==> config.mk <==
export PLATFORM = sky130hd
export DESIGN_NAME = twrc_run_ctrl
export DESIGN_NICKNAME = d
export VERILOG_FILES = /design/src/rtl/twrc_pkg.sv /design/src/rtl/twrc_edge.sv /design/src/rtl/twrc_run_ctrl.sv
export SDC_FILE = /design/constraint.sdc
export NUM_CORES = 1
export LEC_CHECK = 0
export BUFFER_PORTS_ARGS = -buffer_cell sky130_fd_sc_hd__buf_4
export CAP_MARGIN = 10
export CORE_AREA = 8 8 45 47
export DETAILED_ROUTE_END_ITERATION = 16
export DIE_AREA = 0 0 53 55
export HOLD_SLACK_MARGIN = 0.15
export MAX_ROUTING_LAYER = met4
export PLACE_DENSITY = 0.41
export SETUP_SLACK_MARGIN = 0.05
export SLEW_MARGIN = 20
export SYNTH_ARGS = -nofsm -noshare
export SYNTH_HDL_FRONTEND = slang
export SYNTH_SLANG_ARGS = --single-unit
==> constraint.sdc <==
create_clock -name i_core_clk -period 1.3 [get_ports i_core_clk]
set_clock_uncertainty 0.1 [all_clocks]
set_input_delay 0.26 -clock i_core_clk [delete_from_list [all_inputs] [get_ports i_core_clk]]
set_output_delay 0.26 -clock i_core_clk [all_outputs]
set_load 0.02 [all_outputs]
==> src/rtl/twrc_pkg.sv <==
package twrc_pkg;

  // Terminal control mode selector width and the mode this block serves
  localparam int unsigned TWRC_MODE_W      = 3;
  localparam logic [2:0]  TWRC_MODE_3WIRE1 = 3'h2;

  // Reset values of the run outputs and of the edge finder's last sample
  localparam logic        TWRC_RUN_RST     = 1'h0;
  localparam logic        TWRC_DIR_RST     = 1'h0;
  localparam logic        TWRC_PREV_RST    = 1'h0;

  // Direction encoding: closed direction select means reverse
  localparam logic        TWRC_DIR_FWD     = 1'h0;
  localparam logic        TWRC_DIR_REV     = 1'h1;

  // Run state of the decoder
  typedef enum logic [1:0] {
    TWRC_STOPPED,
    TWRC_RUNNING
  } twrc_state_t;

endpackage

==> src/rtl/twrc_edge.sv <==
module twrc_edge
  import twrc_pkg::*;
(
  input  wire logic i_core_clk,
  input  wire logic i_rst_b,
  input  wire logic i_level,
  output wire logic o_rise
);

  logic prev;

  // Last sample; held low at reset so a contact already closed counts as an edge at release
  always_ff @(posedge i_core_clk or negedge i_rst_b) begin
    if (!i_rst_b) begin
      prev <= TWRC_PREV_RST;
    end else begin
      prev <= i_level;
    end
  end

  // Rising edge seen this cycle
  assign o_rise = i_level & ~prev;

endmodule

==> src/rtl/twrc_run_ctrl.sv <==
module twrc_run_ctrl
  import twrc_pkg::*;
(
  input  wire logic                   i_core_clk,
  input  wire logic                   i_rst_b,
  input  wire logic [TWRC_MODE_W-1:0] i_terminal_mode,
  input  wire logic                   i_enable_hold_input,
  input  wire logic                   i_start_pulse_input,
  input  wire logic                   i_direction_select_input,
  output logic                        o_run,
  output logic                        o_dir_reverse,
  output wire logic                   o_start_ignored
);

  // Behaviour notes
  // - Contacts arrive already synchronised to the core clock
  // - No debounce here; a bouncing pushbutton needs filtering upstream
  // - A start edge is a low sample followed by a high one
  // - Start held high through reset counts as an edge at release
  // - Direction is sampled only on the starting edge, then frozen
  // - Direction changes while running are not handled; stop and restart
  // - Leaving the mode stops and blocks the drive like an open enable contact, but raises no ignored flag
  // - Start edges while running are dropped, not queued
  // - Stop has priority: an open contact beats a start in the same cycle
  // - Starts ignored for an open enable contact in the mode raise a one-cycle flag for the operator panel
  // - Run and direction outputs are registered, so run follows the edge by one cycle
  // - Direction output keeps its last value while stopped
  // - Reset clears run and direction at once, without waiting for the clock

  twrc_state_t state;
  twrc_state_t next_state;
  logic        next_dir;
  logic        start_rise;

  // Edge finder on the start pulse input only
  twrc_edge u_start_edge (
    .i_core_clk (i_core_clk),
    .i_rst_b    (i_rst_b),
    .i_level    (i_start_pulse_input),
    .o_rise     (start_rise)
  );

  // Mode decode, shared by the gate below and the checks at the foot
  function automatic logic twrc_is_run_mode(input logic [TWRC_MODE_W-1:0] mode);
    return (mode == TWRC_MODE_3WIRE1);
  endfunction

  // Decode; leaving the mode drops running like an open enable contact
  wire mode_ok  = twrc_is_run_mode(i_terminal_mode);
  wire enabled  = mode_ok & i_enable_hold_input;
  wire start_go = enabled & start_rise;
  assign o_start_ignored = mode_ok & start_rise & ~i_enable_hold_input;
  wire start_dir = i_direction_select_input ? TWRC_DIR_REV : TWRC_DIR_FWD;

  // Next state; direction input alone never starts the drive
  always_comb begin
    next_state = state;
    next_dir   = o_dir_reverse;
    case (state)
      TWRC_STOPPED: begin
        if (start_go) begin
          next_state = TWRC_RUNNING;
          next_dir   = start_dir;
        end
      end
      TWRC_RUNNING: begin
        if (!enabled) begin
          next_state = TWRC_STOPPED;
        end
      end
      default: begin
        next_state = TWRC_STOPPED;
      end
    endcase
  end

  // State and registered outputs
  always_ff @(posedge i_core_clk or negedge i_rst_b) begin
    if (!i_rst_b) begin
      state         <= TWRC_STOPPED;
      o_run         <= TWRC_RUN_RST;
      o_dir_reverse <= TWRC_DIR_RST;
    end else begin
      state         <= next_state;
      o_run         <= (next_state == TWRC_RUNNING);
      o_dir_reverse <= next_dir;
    end
  end

  // Start edge with enable closed runs on the next edge
  start_runs_a: assert property (
    @(posedge i_core_clk) disable iff (!i_rst_b)
    (!o_run && start_go) |=> o_run)
    else $error("start edge did not start run");

  // Direction taken from the select level at start
  dir_latch_a: assert property (
    @(posedge i_core_clk) disable iff (!i_rst_b)
    (!o_run && start_go) |=> (o_dir_reverse == $past(i_direction_select_input)))
    else $error("start direction wrong");

  // Open enable stops the drive
  open_stops_a: assert property (
    @(posedge i_core_clk) disable iff (!i_rst_b)
    !i_enable_hold_input |=> !o_run)
    else $error("run survived open enable");

  // Edges while open are ignored
  open_ignore_a: assert property (
    @(posedge i_core_clk) disable iff (!i_rst_b)
    (!o_run && !i_enable_hold_input) |=> !o_run)
    else $error("started while open");

  // Run needs mode 2
  mode_gate_a: assert property (
    @(posedge i_core_clk) disable iff (!i_rst_b)
    !twrc_is_run_mode(i_terminal_mode) |=> !o_run)
    else $error("run outside mode");

  // Run only rises after a start edge
  run_cause_a: assert property (
    @(posedge i_core_clk) disable iff (!i_rst_b)
    $rose(o_run) |-> $past(start_rise))
    else $error("run without start edge");

  // Direction frozen while running
  dir_hold_a: assert property (
    @(posedge i_core_clk) disable iff (!i_rst_b)
    (o_run && $past(o_run)) |-> $stable(o_dir_reverse))
    else $error("direction moved");

  // Closed contact in the mode keeps the drive running
  run_stay_a: assert property (
    @(posedge i_core_clk) disable iff (!i_rst_b)
    (o_run && i_enable_hold_input && twrc_is_run_mode(i_terminal_mode)) |=> o_run)
    else $error("run dropped with enable closed");

  // Opening the contact while running gives one falling edge of run
  stop_fall_a: assert property (
    @(posedge i_core_clk) disable iff (!i_rst_b)
    (o_run && !i_enable_hold_input) |=> $fell(o_run))
    else $error("open contact did not stop run");

  // Running implies the contact was closed at the previous edge
  run_enable_a: assert property (
    @(posedge i_core_clk) disable iff (!i_rst_b)
    o_run |-> $past(i_enable_hold_input))
    else $error("run with enable open");

  // Leaving the mode while running stops the drive
  mode_leave_a: assert property (
    @(posedge i_core_clk) disable iff (!i_rst_b)
    (o_run && !twrc_is_run_mode(i_terminal_mode)) |=> $fell(o_run))
    else $error("run kept outside mode");

  // Start edge outside the mode never starts
  start_mode_a: assert property (
    @(posedge i_core_clk) disable iff (!i_rst_b)
    (!o_run && start_rise && !twrc_is_run_mode(i_terminal_mode)) |=> !o_run)
    else $error("start accepted outside mode");

  // Direction input alone never starts the drive
  dir_only_a: assert property (
    @(posedge i_core_clk) disable iff (!i_rst_b)
    (!o_run && !i_start_pulse_input) |=> !o_run)
    else $error("run without start input");

  // Nothing but an accepted start leaves the stopped state
  no_start_a: assert property (
    @(posedge i_core_clk) disable iff (!i_rst_b)
    (!o_run && !start_go) |=> !o_run)
    else $error("run without accepted start");

  // A rising run saw start high and enable closed one edge before
  run_edge_a: assert property (
    @(posedge i_core_clk) disable iff (!i_rst_b)
    $rose(o_run) |-> ($past(i_start_pulse_input) && $past(i_enable_hold_input)))
    else $error("run rose without start and enable");

  // Open direction select starts forward
  start_fwd_a: assert property (
    @(posedge i_core_clk) disable iff (!i_rst_b)
    (!o_run && start_go && !i_direction_select_input) |=> (o_dir_reverse == TWRC_DIR_FWD))
    else $error("forward start gave reverse");

  // Closed direction select starts reverse
  start_rev_a: assert property (
    @(posedge i_core_clk) disable iff (!i_rst_b)
    (!o_run && start_go && i_direction_select_input) |=> (o_dir_reverse == TWRC_DIR_REV))
    else $error("reverse start gave forward");

  // Direction moves only on an accepted start
  dir_idle_a: assert property (
    @(posedge i_core_clk) disable iff (!i_rst_b)
    !(!o_run && start_go) |=> $stable(o_dir_reverse))
    else $error("direction moved without start");

  // A second start edge while running changes nothing
  start_once_a: assert property (
    @(posedge i_core_clk) disable iff (!i_rst_b)
    (o_run && start_rise && i_enable_hold_input && twrc_is_run_mode(i_terminal_mode))
      |=> (o_run && $stable(o_dir_reverse)))
    else $error("start while running disturbed run");

  // A flagged start leaves the drive stopped
  ignored_stays_a: assert property (
    @(posedge i_core_clk) disable iff (!i_rst_b)
    (o_start_ignored && !o_run) |=> !o_run)
    else $error("ignored start ran the drive");

  // The ignored flag lasts one cycle per edge
  ignore_pulse_a: assert property (
    @(posedge i_core_clk) disable iff (!i_rst_b)
    o_start_ignored |=> !o_start_ignored)
    else $error("ignored flag stuck high");

  // No ignored flag without a start input high
  ignore_edge_a: assert property (
    @(posedge i_core_clk) disable iff (!i_rst_b)
    !i_start_pulse_input |-> !o_start_ignored)
    else $error("ignored flag without start");

endmodule

==> results of run 1 <==
==> sequential cells by signal, indices dropped and copies added (netlist names) <==
register and count:
state 2, o_run 1, o_dir_reverse 1, u_start_edge.prev 1
==> worst max-delay path, cell delays in order, from the launching register on <==
cell     delay (ns)
dfrtp_1        0.34
and2b_1        0.22
nand2_1        0.05
nor2_1         0.08
buf_4          0.14
==> cells by family after synthesis <==
group and count (synthesis):
multiplexers 1, flip-flops 5, AND/OR/NAND/NOR 8, other 1
AO/OA/AOI/OAI 1
==> synthesized netlist by cell type <==
master,n
dfrtp_1,5
nor3b_1,3
and2b_1,1
conb_1,1
mux2_4,1
nand2_1,1
nand3_1,1
nor2_1,1
nor3b_4,1
o21ai_0,1
==> power groups by stage <==
stage | Clock, W | Combinational, W | Sequential (W)
after floorplan | 0 | 0.0000152 | 0.000175
after global placement | 0 | 0.0000516 | 0.000170
after detailed placement | 0 | 0.0000520 | 0.000170
after CTS | 0.000187 | 0.0000594 | 0.000168
after global routing | 0.000195 | 0.0000631 | 0.000169
final | 0.000174 | 0.0000581 | 0.000168
==> metrics by stage <==
stage	area, um2	setup WS, ns	utilization, %	power [W]
final	362	-0.131	26.1	0.000399
after global routing	362	-0.216	26.1	0.000427
after CTS	362	-0.149	26.1	0.000415
after detailed placement	305	0.0469	22.1	0.000222
after global placement	305	0.0487	22.1	0.000221
after floorplan	210	0.0730	-	0.000190
==> path summary, 6_finish.rpt <==
path                                startpoint         endpoint
hold reg to reg                       state[1]         state[0]
setup reg to reg                      state[1]    o_dir_reverse
hold / removal             i_enable_hold_input         state[0]
setup / recovery             u_start_edge.prev  o_start_ignored
max in group asynchronous              i_rst_b            o_run
min in group asynchronous              i_rst_b    o_dir_reverse
==> per-layer routing <==
| metal | global-route usage, % | part of all wire (%) | vias to the layer above |
|---|---|---|---|
| li1 | - | - | 86 |
| met1 | 3.53 | 41 | 71 |
| met2 | 4.10 | 37 | 9 |
| met3 | 3.21 | 21 | 2 |
| met4 | 3.88 | 0.87 | 0 |
| met5 | - | 0 | - |
==> area by class of cell <==
class,instances,area (um2),area share [%]
timing repair buffer,13,105,29.1
tap,16,20.0,5.54
clock buffer,4,26.3,7.27
multi-input combinational,11,85.1,23.5
sequential,5,125,34.6
==> what timing repair did <==
action / CTS / global route
setup endpoints to repair: 1 / 2
hold buffers: 3 / 0
endpoints found under the hold margin: 7 / 0
==> out/summary.txt, run 1 <==
share of cells above drive strength 1 -> 45.5%
placed insts -> 42
vias per inst -> 3.43
root buf cell -> clkbuf_4
Cell Area, Synth -> 210 um2
Hold WS -> 0.210 ns
min Tclk post-route -> 1.43 ns
Pint -> 0.000316 W
Final setup viols -> 1
largest net degree at the start of global routing -> 6
core box area -> 1380 um2
drt first-iter violations -> 1
worst hold-check path type -> in2reg
Power per Cell Area -> 1100 nW/um2
Fin. Hold Viols -> 0
syn_nets -> 24
Top Ports -> 11
Sink Count -> 5
failing checks -> setup timing
commonest non-fill, non-tap cells in the layout -> buf_4, dfrtp_1, nor3b_1, clkbuf_4, dlygate4sd3_1
Routed Wire Length -> 458 um
WS Path Type -> reg2out
most area-consuming cells after synthesis -> dfrtp_1, nor3b_1, nor3b_4, mux2_4, and2b_1
sw frac -> 20.8%
post-synthesis compound-gate area fraction -> 2.38%
Yosys reg bits -> 5
CTS resizes -> 0
status -> complete, but fails checks
buffers added on ports -> 10
Mapped Cells -> 16
height of the die -> 55 um
drt pass-1 iters -> 2
nets -> 42
largest family of logic cells by synthesized area -> simple AND/OR/NAND/NOR gates
Worst EP required -> 0.94 ns
Tcrit/Tclk final -> 110%
setup bufs post-CTS -> 0
Placer Congestion -> 0.607
Flop pwr share -> 42.0%
CTS Buf Count -> 3
worst setup margin -> -0.131 ns
number of global-route vias before repair -> 185
top cell type's share of synthesized area -> 59.5%
average wire per standard cell -> 9.35 um
final antenna-violating net count -> 0
total die area -> 2920 um2
XOR/XNOR Fraction of Synth Area -> 0%
FMAX -> 0.699 GHz
Post-Synth Adder-Cell Area -> 0%
post-synthesis mux area share -> 7.14%
grt ovf -> 0
register area share after synthesis -> 59.5%
CTS tree -> done
Switch Pwr -> 0.0000832 W
final cell count without fillers -> 49
# rows -> 14
Hold Crit Depth -> 2
worst skew pair latency -> 0.24 ns
RSZ-0062 raised after global routing -> yes
clock power share -> 43.4%
CP arrival -> 1.07 ns
Yosys top cell by area -> dfrtp_1
DIE WIDTH -> 53 um
combinational power share -> 14.6%
DRC viols -> 0
final slew viol count -> 0
R2R setup slack -> 0.07 ns
Simple-Gate Fraction of Synth Area -> 29.2%
aggregate negative setup slack -> -0.131 ns
fillers -> 150
mean post-synth cell area -> 13.1 um2
commonest non-fill, non-tap cell in the layout -> buf_4
Leak -> 0.173 nW
CP startpoint kind -> register
maxcap violations -> 0
# diodes -> 0
clock-pin slew on the worst setup and hold paths -> 0.04 ns
Area growth syn-to-layout -> 72.0%
Initial Util -> 15.2%
initial antenna violation count -> 0
reg2reg path depth -> 3
H-tree lvl count -> 1
total via count after detailed routing -> 168
Crit Path Max Fanout -> 3
maximum VDD drop -> 0.364 mV
GR Util All Layers -> 3.67%
first-pass GRT wire length -> 696 um
Ys Warns -> 0
Netlist cell types -> 10
critical path endpoint category -> primary output
clock buffer depth -> 2
No activity file was read; power rests on OpenSTA's default activity.
==> run 2: changes to the inputs <==
CTS_CLUSTER_SIZE = 25   (was default)
SKIP_CTS_REPAIR_TIMING = 1   (was default)
SKIP_LAST_GASP = 1   (was default)
==> out/summary.txt, run 2 (synthesis gave the netlist of run 1 again) <==
Placer Congestion -> 0.607 (unchanged)
CP max stage delay -> 0.34 ns (about the same)
RR Startpoint -> state[1]
height of the die -> 55 um (unchanged)
Area growth syn-to-layout -> 72.0% (unchanged)
maximum VDD drop -> 0.364 mV (-0.13%)
Final setup viols -> 1 (unchanged)
status -> complete, but fails checks
worst hold-check path type -> in2reg
commonest non-fill, non-tap cell in the layout -> buf_4
DP Worst Slack -> 0.0469 ns (unchanged)
critical path endpoint category -> primary output
final core utilization -> 26.1% (unchanged)
RSZ-0062 raised after global routing -> yes
share of cells above drive strength 1 -> 45.5% (unchanged)
max reg flops -> 2 (unchanged)
GR Util All Layers -> 3.56% (-0.11 points)
Hold Crit Depth -> 2 (unchanged)
worst setup margin -> -0.130 ns (+0.000118 ns)
final slew viol count -> 0 (unchanged)
Top Ports -> 11 (unchanged)
average wire per standard cell -> 9.37 um (+0.22%)
Sink Count -> 5 (unchanged)
multi-input logic area -> 85.1 um2 (unchanged)
Flop pwr share -> 42.0% (about the same)
worst skew pair latency -> 0.24 ns (about the same)
R2R setup slack -> 0.07 ns (about the same)
core box area -> 1380 um2 (unchanged)
WS Path Type -> reg2out
Fin. Hold Viols -> 0 (unchanged)
placed insts -> 42 (unchanged)
failing checks -> setup timing
final antenna-violating net count -> 0 (unchanged)
# rows -> 14 (unchanged)
grt ovf -> 0 (unchanged)
largest net degree at the start of global routing -> 6 (unchanged)
Routed Wire Length -> 459 um (+0.22%)
CP startpoint kind -> register
CP Cell Sequence -> and2b_1, nand2_1, nor2_1, buf_4
initial antenna violation count -> 0 (unchanged)
# diodes -> 0 (unchanged)
drt pass-1 iters -> 2 (unchanged)
buffers added on ports -> 10 (unchanged)
Pint -> 0.000316 W (about the same)
maxcap violations -> 0 (unchanged)
Crit Path Max Fanout -> 3 (unchanged)
fillers -> 151 (+0.67%)
Biggest register -> state
FMAX -> 0.699 GHz (about the same)
CP arrival -> 1.07 ns (about the same)
CP delay by family, top -> simple AND/OR/NAND/NOR gates
drt first-iter violations -> 1 (unchanged)
number of global-route vias before repair -> 174 (-5.9%)
reg2reg path depth -> 3 (unchanged)
aggregate negative setup slack -> -0.130 ns (+0.000118 ns)
DRC viols -> 0 (unchanged)
Power per Cell Area -> 1100 nW/um2 (about the same)
Leak -> 0.173 nW (unchanged)
CP max-delay cell -> dfrtp_1
clock-pin slew on the worst setup and hold paths -> 0.04 ns (about the same)
first-pass GRT wire length -> 676 um (-2.9%)
Switch Pwr -> 0.0000831 W (-0.10%)
CTS tree -> done
Final Power -> 0.000399 W (about the same)
root buf cell -> clkbuf_4
Hold Crit Start -> i_enable_hold_input
commonest non-fill, non-tap cells in the layout -> buf_4, dfrtp_1, nor3b_1, clkbuf_4, dlygate4sd3_1
CTS Buf Count -> 3 (unchanged)
min Tclk post-route -> 1.43 ns (-0.000118 ns)
clock buffer depth -> 2 (unchanged)
nets -> 42 (unchanged)
DIE WIDTH -> 53 um (unchanged)
final cell count without fillers -> 49 (unchanged)
Worst EP required -> 0.94 ns (about the same)
total via count after detailed routing -> 168 (unchanged)
register area -> 125 um2 (unchanged)
sw frac -> 20.8% (about the same)
Tcrit/Tclk final -> 110% (about the same)
clock power share -> 43.4% (about the same)
H-tree lvl count -> 1 (unchanged)
vias per inst -> 3.43 (unchanged)
reg-to-reg endpoint -> o_dir_reverse
Hold Crit Endpoint -> state[0]
combinational power share -> 14.6% (about the same)
Initial Util -> 15.2% (unchanged)
total die area -> 2920 um2 (unchanged)
Worst Path Buf+Inv -> 1 (unchanged)
-- run 2: cell counts in the layout (fill, tap and decap cells not counted) --
No cell type changed its count.
-- run 2: per-layer routing --
layer | GRT usage, % | share of wire, % | vias to the layer above
li1 | - | - | 86
met1 | 3.53 | 41 | 71
met3 | 3.21 | 21 | 2
met4 | 3.88 | 0.87 | 0
met2 | 3.71 | 37 | 9
met5 | - | 0 | -
-- run 2: power by group through the flow --
| stage | clock network (W) | logic [W] | registers, W |
|---|---|---|---|
| CTS | 0.000187 | 0.0000524 | 0.000168 |
| detailed placement | 0 | 0.0000520 | 0.000170 |
| global route | 0.000195 | 0.0000631 | 0.000169 |
| finish | 0.000173 | 0.0000581 | 0.000168 |
| global placement | 0 | 0.0000516 | 0.000170 |
| floorplan | 0 | 0.0000152 | 0.000175 |
-- run 2: worst reg2reg max path: stages, from the launching register on --
cell     delay [ns]
dfrtp_1        0.38
nor3b_1        0.20
nand3_1        0.12
mux2_4         0.31
-- run 2: worst max path at each step --
| stage | end | start | cells past startpoint |
|---|---|---|---|
| CTS | o_start_ignored | u_start_edge.prev | 4 |
| floorplan | o_start_ignored | u_start_edge.prev | 3 |
| global placement | o_start_ignored | i_terminal_mode[2] | 5 |
| finish | o_start_ignored | u_start_edge.prev | 4 |
| global route | o_start_ignored | u_start_edge.prev | 4 |
| detailed placement | o_dir_reverse | i_terminal_mode[2] | 4 |
-- run 2: final cells by class --
cell class | instances | area share [%]
sequential | 5 | 34.6
clock buffer | 4 | 7.27
timing repair buffer | 13 | 29.1
tap | 16 | 5.54
multi-input combinational | 11 | 23.5
-- run 2: through the flow --
step | hold slack [ns] | instance area, um2
finish | 0.210 | 362
global route | 0.214 | 362
CTS | -0.296 | 332
detailed placement | -0.0349 | 305
global placement | -0.0349 | 305
floorplan | -0.136 | 210
==> run 3: changes to the inputs <==
CTS_CLUSTER_SIZE = 30   (was 25)
MAX_ROUTING_LAYER = default   (was met4)
==> out/summary.txt, run 3 (synthesis gave the netlist of run 1 again) <==
status -> complete, but fails checks
failing checks -> setup timing
FMAX -> 0.699 GHz (about the same)
grt ovf -> 0 (unchanged)
M1 GR Usage -> 3.53% (unchanged)
met3 Resource Use GR -> 3.21% (unchanged)
core box area -> 1380 um2 (unchanged)
Crit Path Max Fanout -> 3 (unchanged)
Hold Crit Start -> i_enable_hold_input
# diodes -> 0 (unchanged)
# rows -> 14 (unchanged)
register area -> 125 um2 (unchanged)
H-tree lvl count -> 1 (unchanged)
multi-input logic area -> 85.1 um2 (unchanged)
CP delay by family, top -> simple AND/OR/NAND/NOR gates
R2R setup slack -> 0.07 ns (about the same)
CP max stage delay -> 0.34 ns (about the same)
RSZ-0062 raised after global routing -> yes
worst hold-check path type -> in2reg
commonest non-fill, non-tap cell in the layout -> buf_4
Pint -> 0.000316 W (unchanged)
share of cells above drive strength 1 -> 45.5% (unchanged)
nets -> 42 (unchanged)
min Tclk post-route -> 1.43 ns (-0.00000200 ns)
Hold Crit Endpoint -> state[0]
critical path endpoint category -> primary output
CP max-delay cell -> dfrtp_1
CP startpoint kind -> register
first-pass GRT wire length -> 683 um (+1.0%)
Leak -> 0.173 nW (unchanged)
commonest non-fill, non-tap cells in the layout -> buf_4, dfrtp_1, nor3b_1, clkbuf_4, dlygate4sd3_1
Final Power -> 0.000399 W (unchanged)
max reg flops -> 2 (unchanged)
CTS tree -> done
Sink Count -> 5 (unchanged)
CP arrival -> 1.07 ns (about the same)
Worst Path Buf+Inv -> 1 (unchanged)
final slew viol count -> 0 (unchanged)
reg-to-reg endpoint -> o_dir_reverse
drt first-iter violations -> 1 (unchanged)
Flop pwr share -> 42.0% (about the same)
total via count after detailed routing -> 168 (unchanged)
Worst EP required -> 0.94 ns (about the same)
total die area -> 2920 um2 (unchanged)
worst skew pair latency -> 0.24 ns (about the same)
Tcrit/Tclk final -> 110% (about the same)
aggregate negative setup slack -> -0.130 ns (+0.00000200 ns)
final antenna-violating net count -> 0 (unchanged)
vias per inst -> 3.43 (unchanged)
clock buffer depth -> 2 (unchanged)
Fin. Hold Viols -> 0 (unchanged)
Biggest register -> state
reg2reg path depth -> 3 (unchanged)
Area growth syn-to-layout -> 72.0% (unchanged)
root buf cell -> clkbuf_4
Switch Pwr -> 0.0000831 W (unchanged)
WS Path Type -> reg2out
maxcap violations -> 0 (unchanged)
number of global-route vias before repair -> 174 (unchanged)
gr busiest metal -> met4
Top Ports -> 11 (unchanged)
buffers added on ports -> 10 (unchanged)
CTS Buf Count -> 3 (unchanged)
combinational power share -> 14.6% (about the same)
Final setup viols -> 1 (unchanged)
met2 Usage GRT -> 3.71% (unchanged)
height of the die -> 55 um (unchanged)
Placer Congestion -> 0.603 (-0.64%)
average wire per standard cell -> 9.37 um (unchanged)
stages on the worst setup path -> 4 (unchanged)
DRC viols -> 0 (unchanged)
worst setup margin -> -0.130 ns (+0.00000200 ns)
Initial Util -> 15.2% (unchanged)
clock-pin slew on the worst setup and hold paths -> 0.04 ns (about the same)
fillers -> 151 (unchanged)
RR Startpoint -> state[1]
drt pass-1 iters -> 2 (unchanged)
Routed Wire Length -> 459 um (unchanged)
sw frac -> 20.8% (unchanged)
maximum VDD drop -> 0.364 mV (unchanged)
Power per Cell Area -> 1100 nW/um2 (unchanged)
largest net degree at the start of global routing -> 6 (unchanged)
GR Util All Layers -> 3.45% (-0.11 points)
Hold Crit Depth -> 2 (unchanged)
initial antenna violation count -> 0 (unchanged)
clock power share -> 43.4% (about the same)
DIE WIDTH -> 53 um (unchanged)
CP Cell Sequence -> and2b_1, nand2_1, nor2_1, buf_4
## run 3: power groups by stage
stage          clock, W  sequential [W]  combinational [W]
2_1_floorplan         0        0.000175          0.0000152
4_1_cts        0.000187        0.000168          0.0000524
5_1_grt        0.000195        0.000169          0.0000631
3_5_place_dp          0        0.000170          0.0000520
6_report       0.000173        0.000168          0.0000581
3_3_place_gp          0        0.000170          0.0000516
## run 3: worst max-delay path by stage
stage                            start              end  slack (ns)
floorplan            u_start_edge.prev  o_start_ignored        0.07
global placement    i_terminal_mode[2]  o_start_ignored        0.05
detailed placement  i_terminal_mode[2]    o_dir_reverse        0.05
CTS                  u_start_edge.prev  o_start_ignored       -0.15
global route         u_start_edge.prev  o_start_ignored       -0.22
finish               u_start_edge.prev  o_start_ignored       -0.13
## run 3: final cells by class
cell class | instances | share of cell area [%]
Clock buffer | 4 | 7.27
Multi-Input combinational cell | 11 | 23.5
Sequential cell | 5 | 34.6
Tap cell | 16 | 5.54
Timing Repair Buffer | 13 | 29.1
## run 3: per-stage QoR
stage	instance area, um2	setup WS (ns)	util, %	cells	hold slack (ns)
2_1_floorplan	210	0.0730	-	16	-0.136
3_3_place_gp	305	0.0487	22.1	42	-0.0349
3_5_place_dp	305	0.0469	22.1	42	-0.0349
4_1_cts	332	-0.149	24.0	46	-0.296
5_1_grt	362	-0.216	26.1	49	0.214
6_report	362	-0.130	26.1	49	0.210
## run 3: routing by layer
layer	vias to the layer above	routed length, um
li1	86	-
met4	0	4
met5	-	0
met3	2	96
met2	9	168
met1	71	190
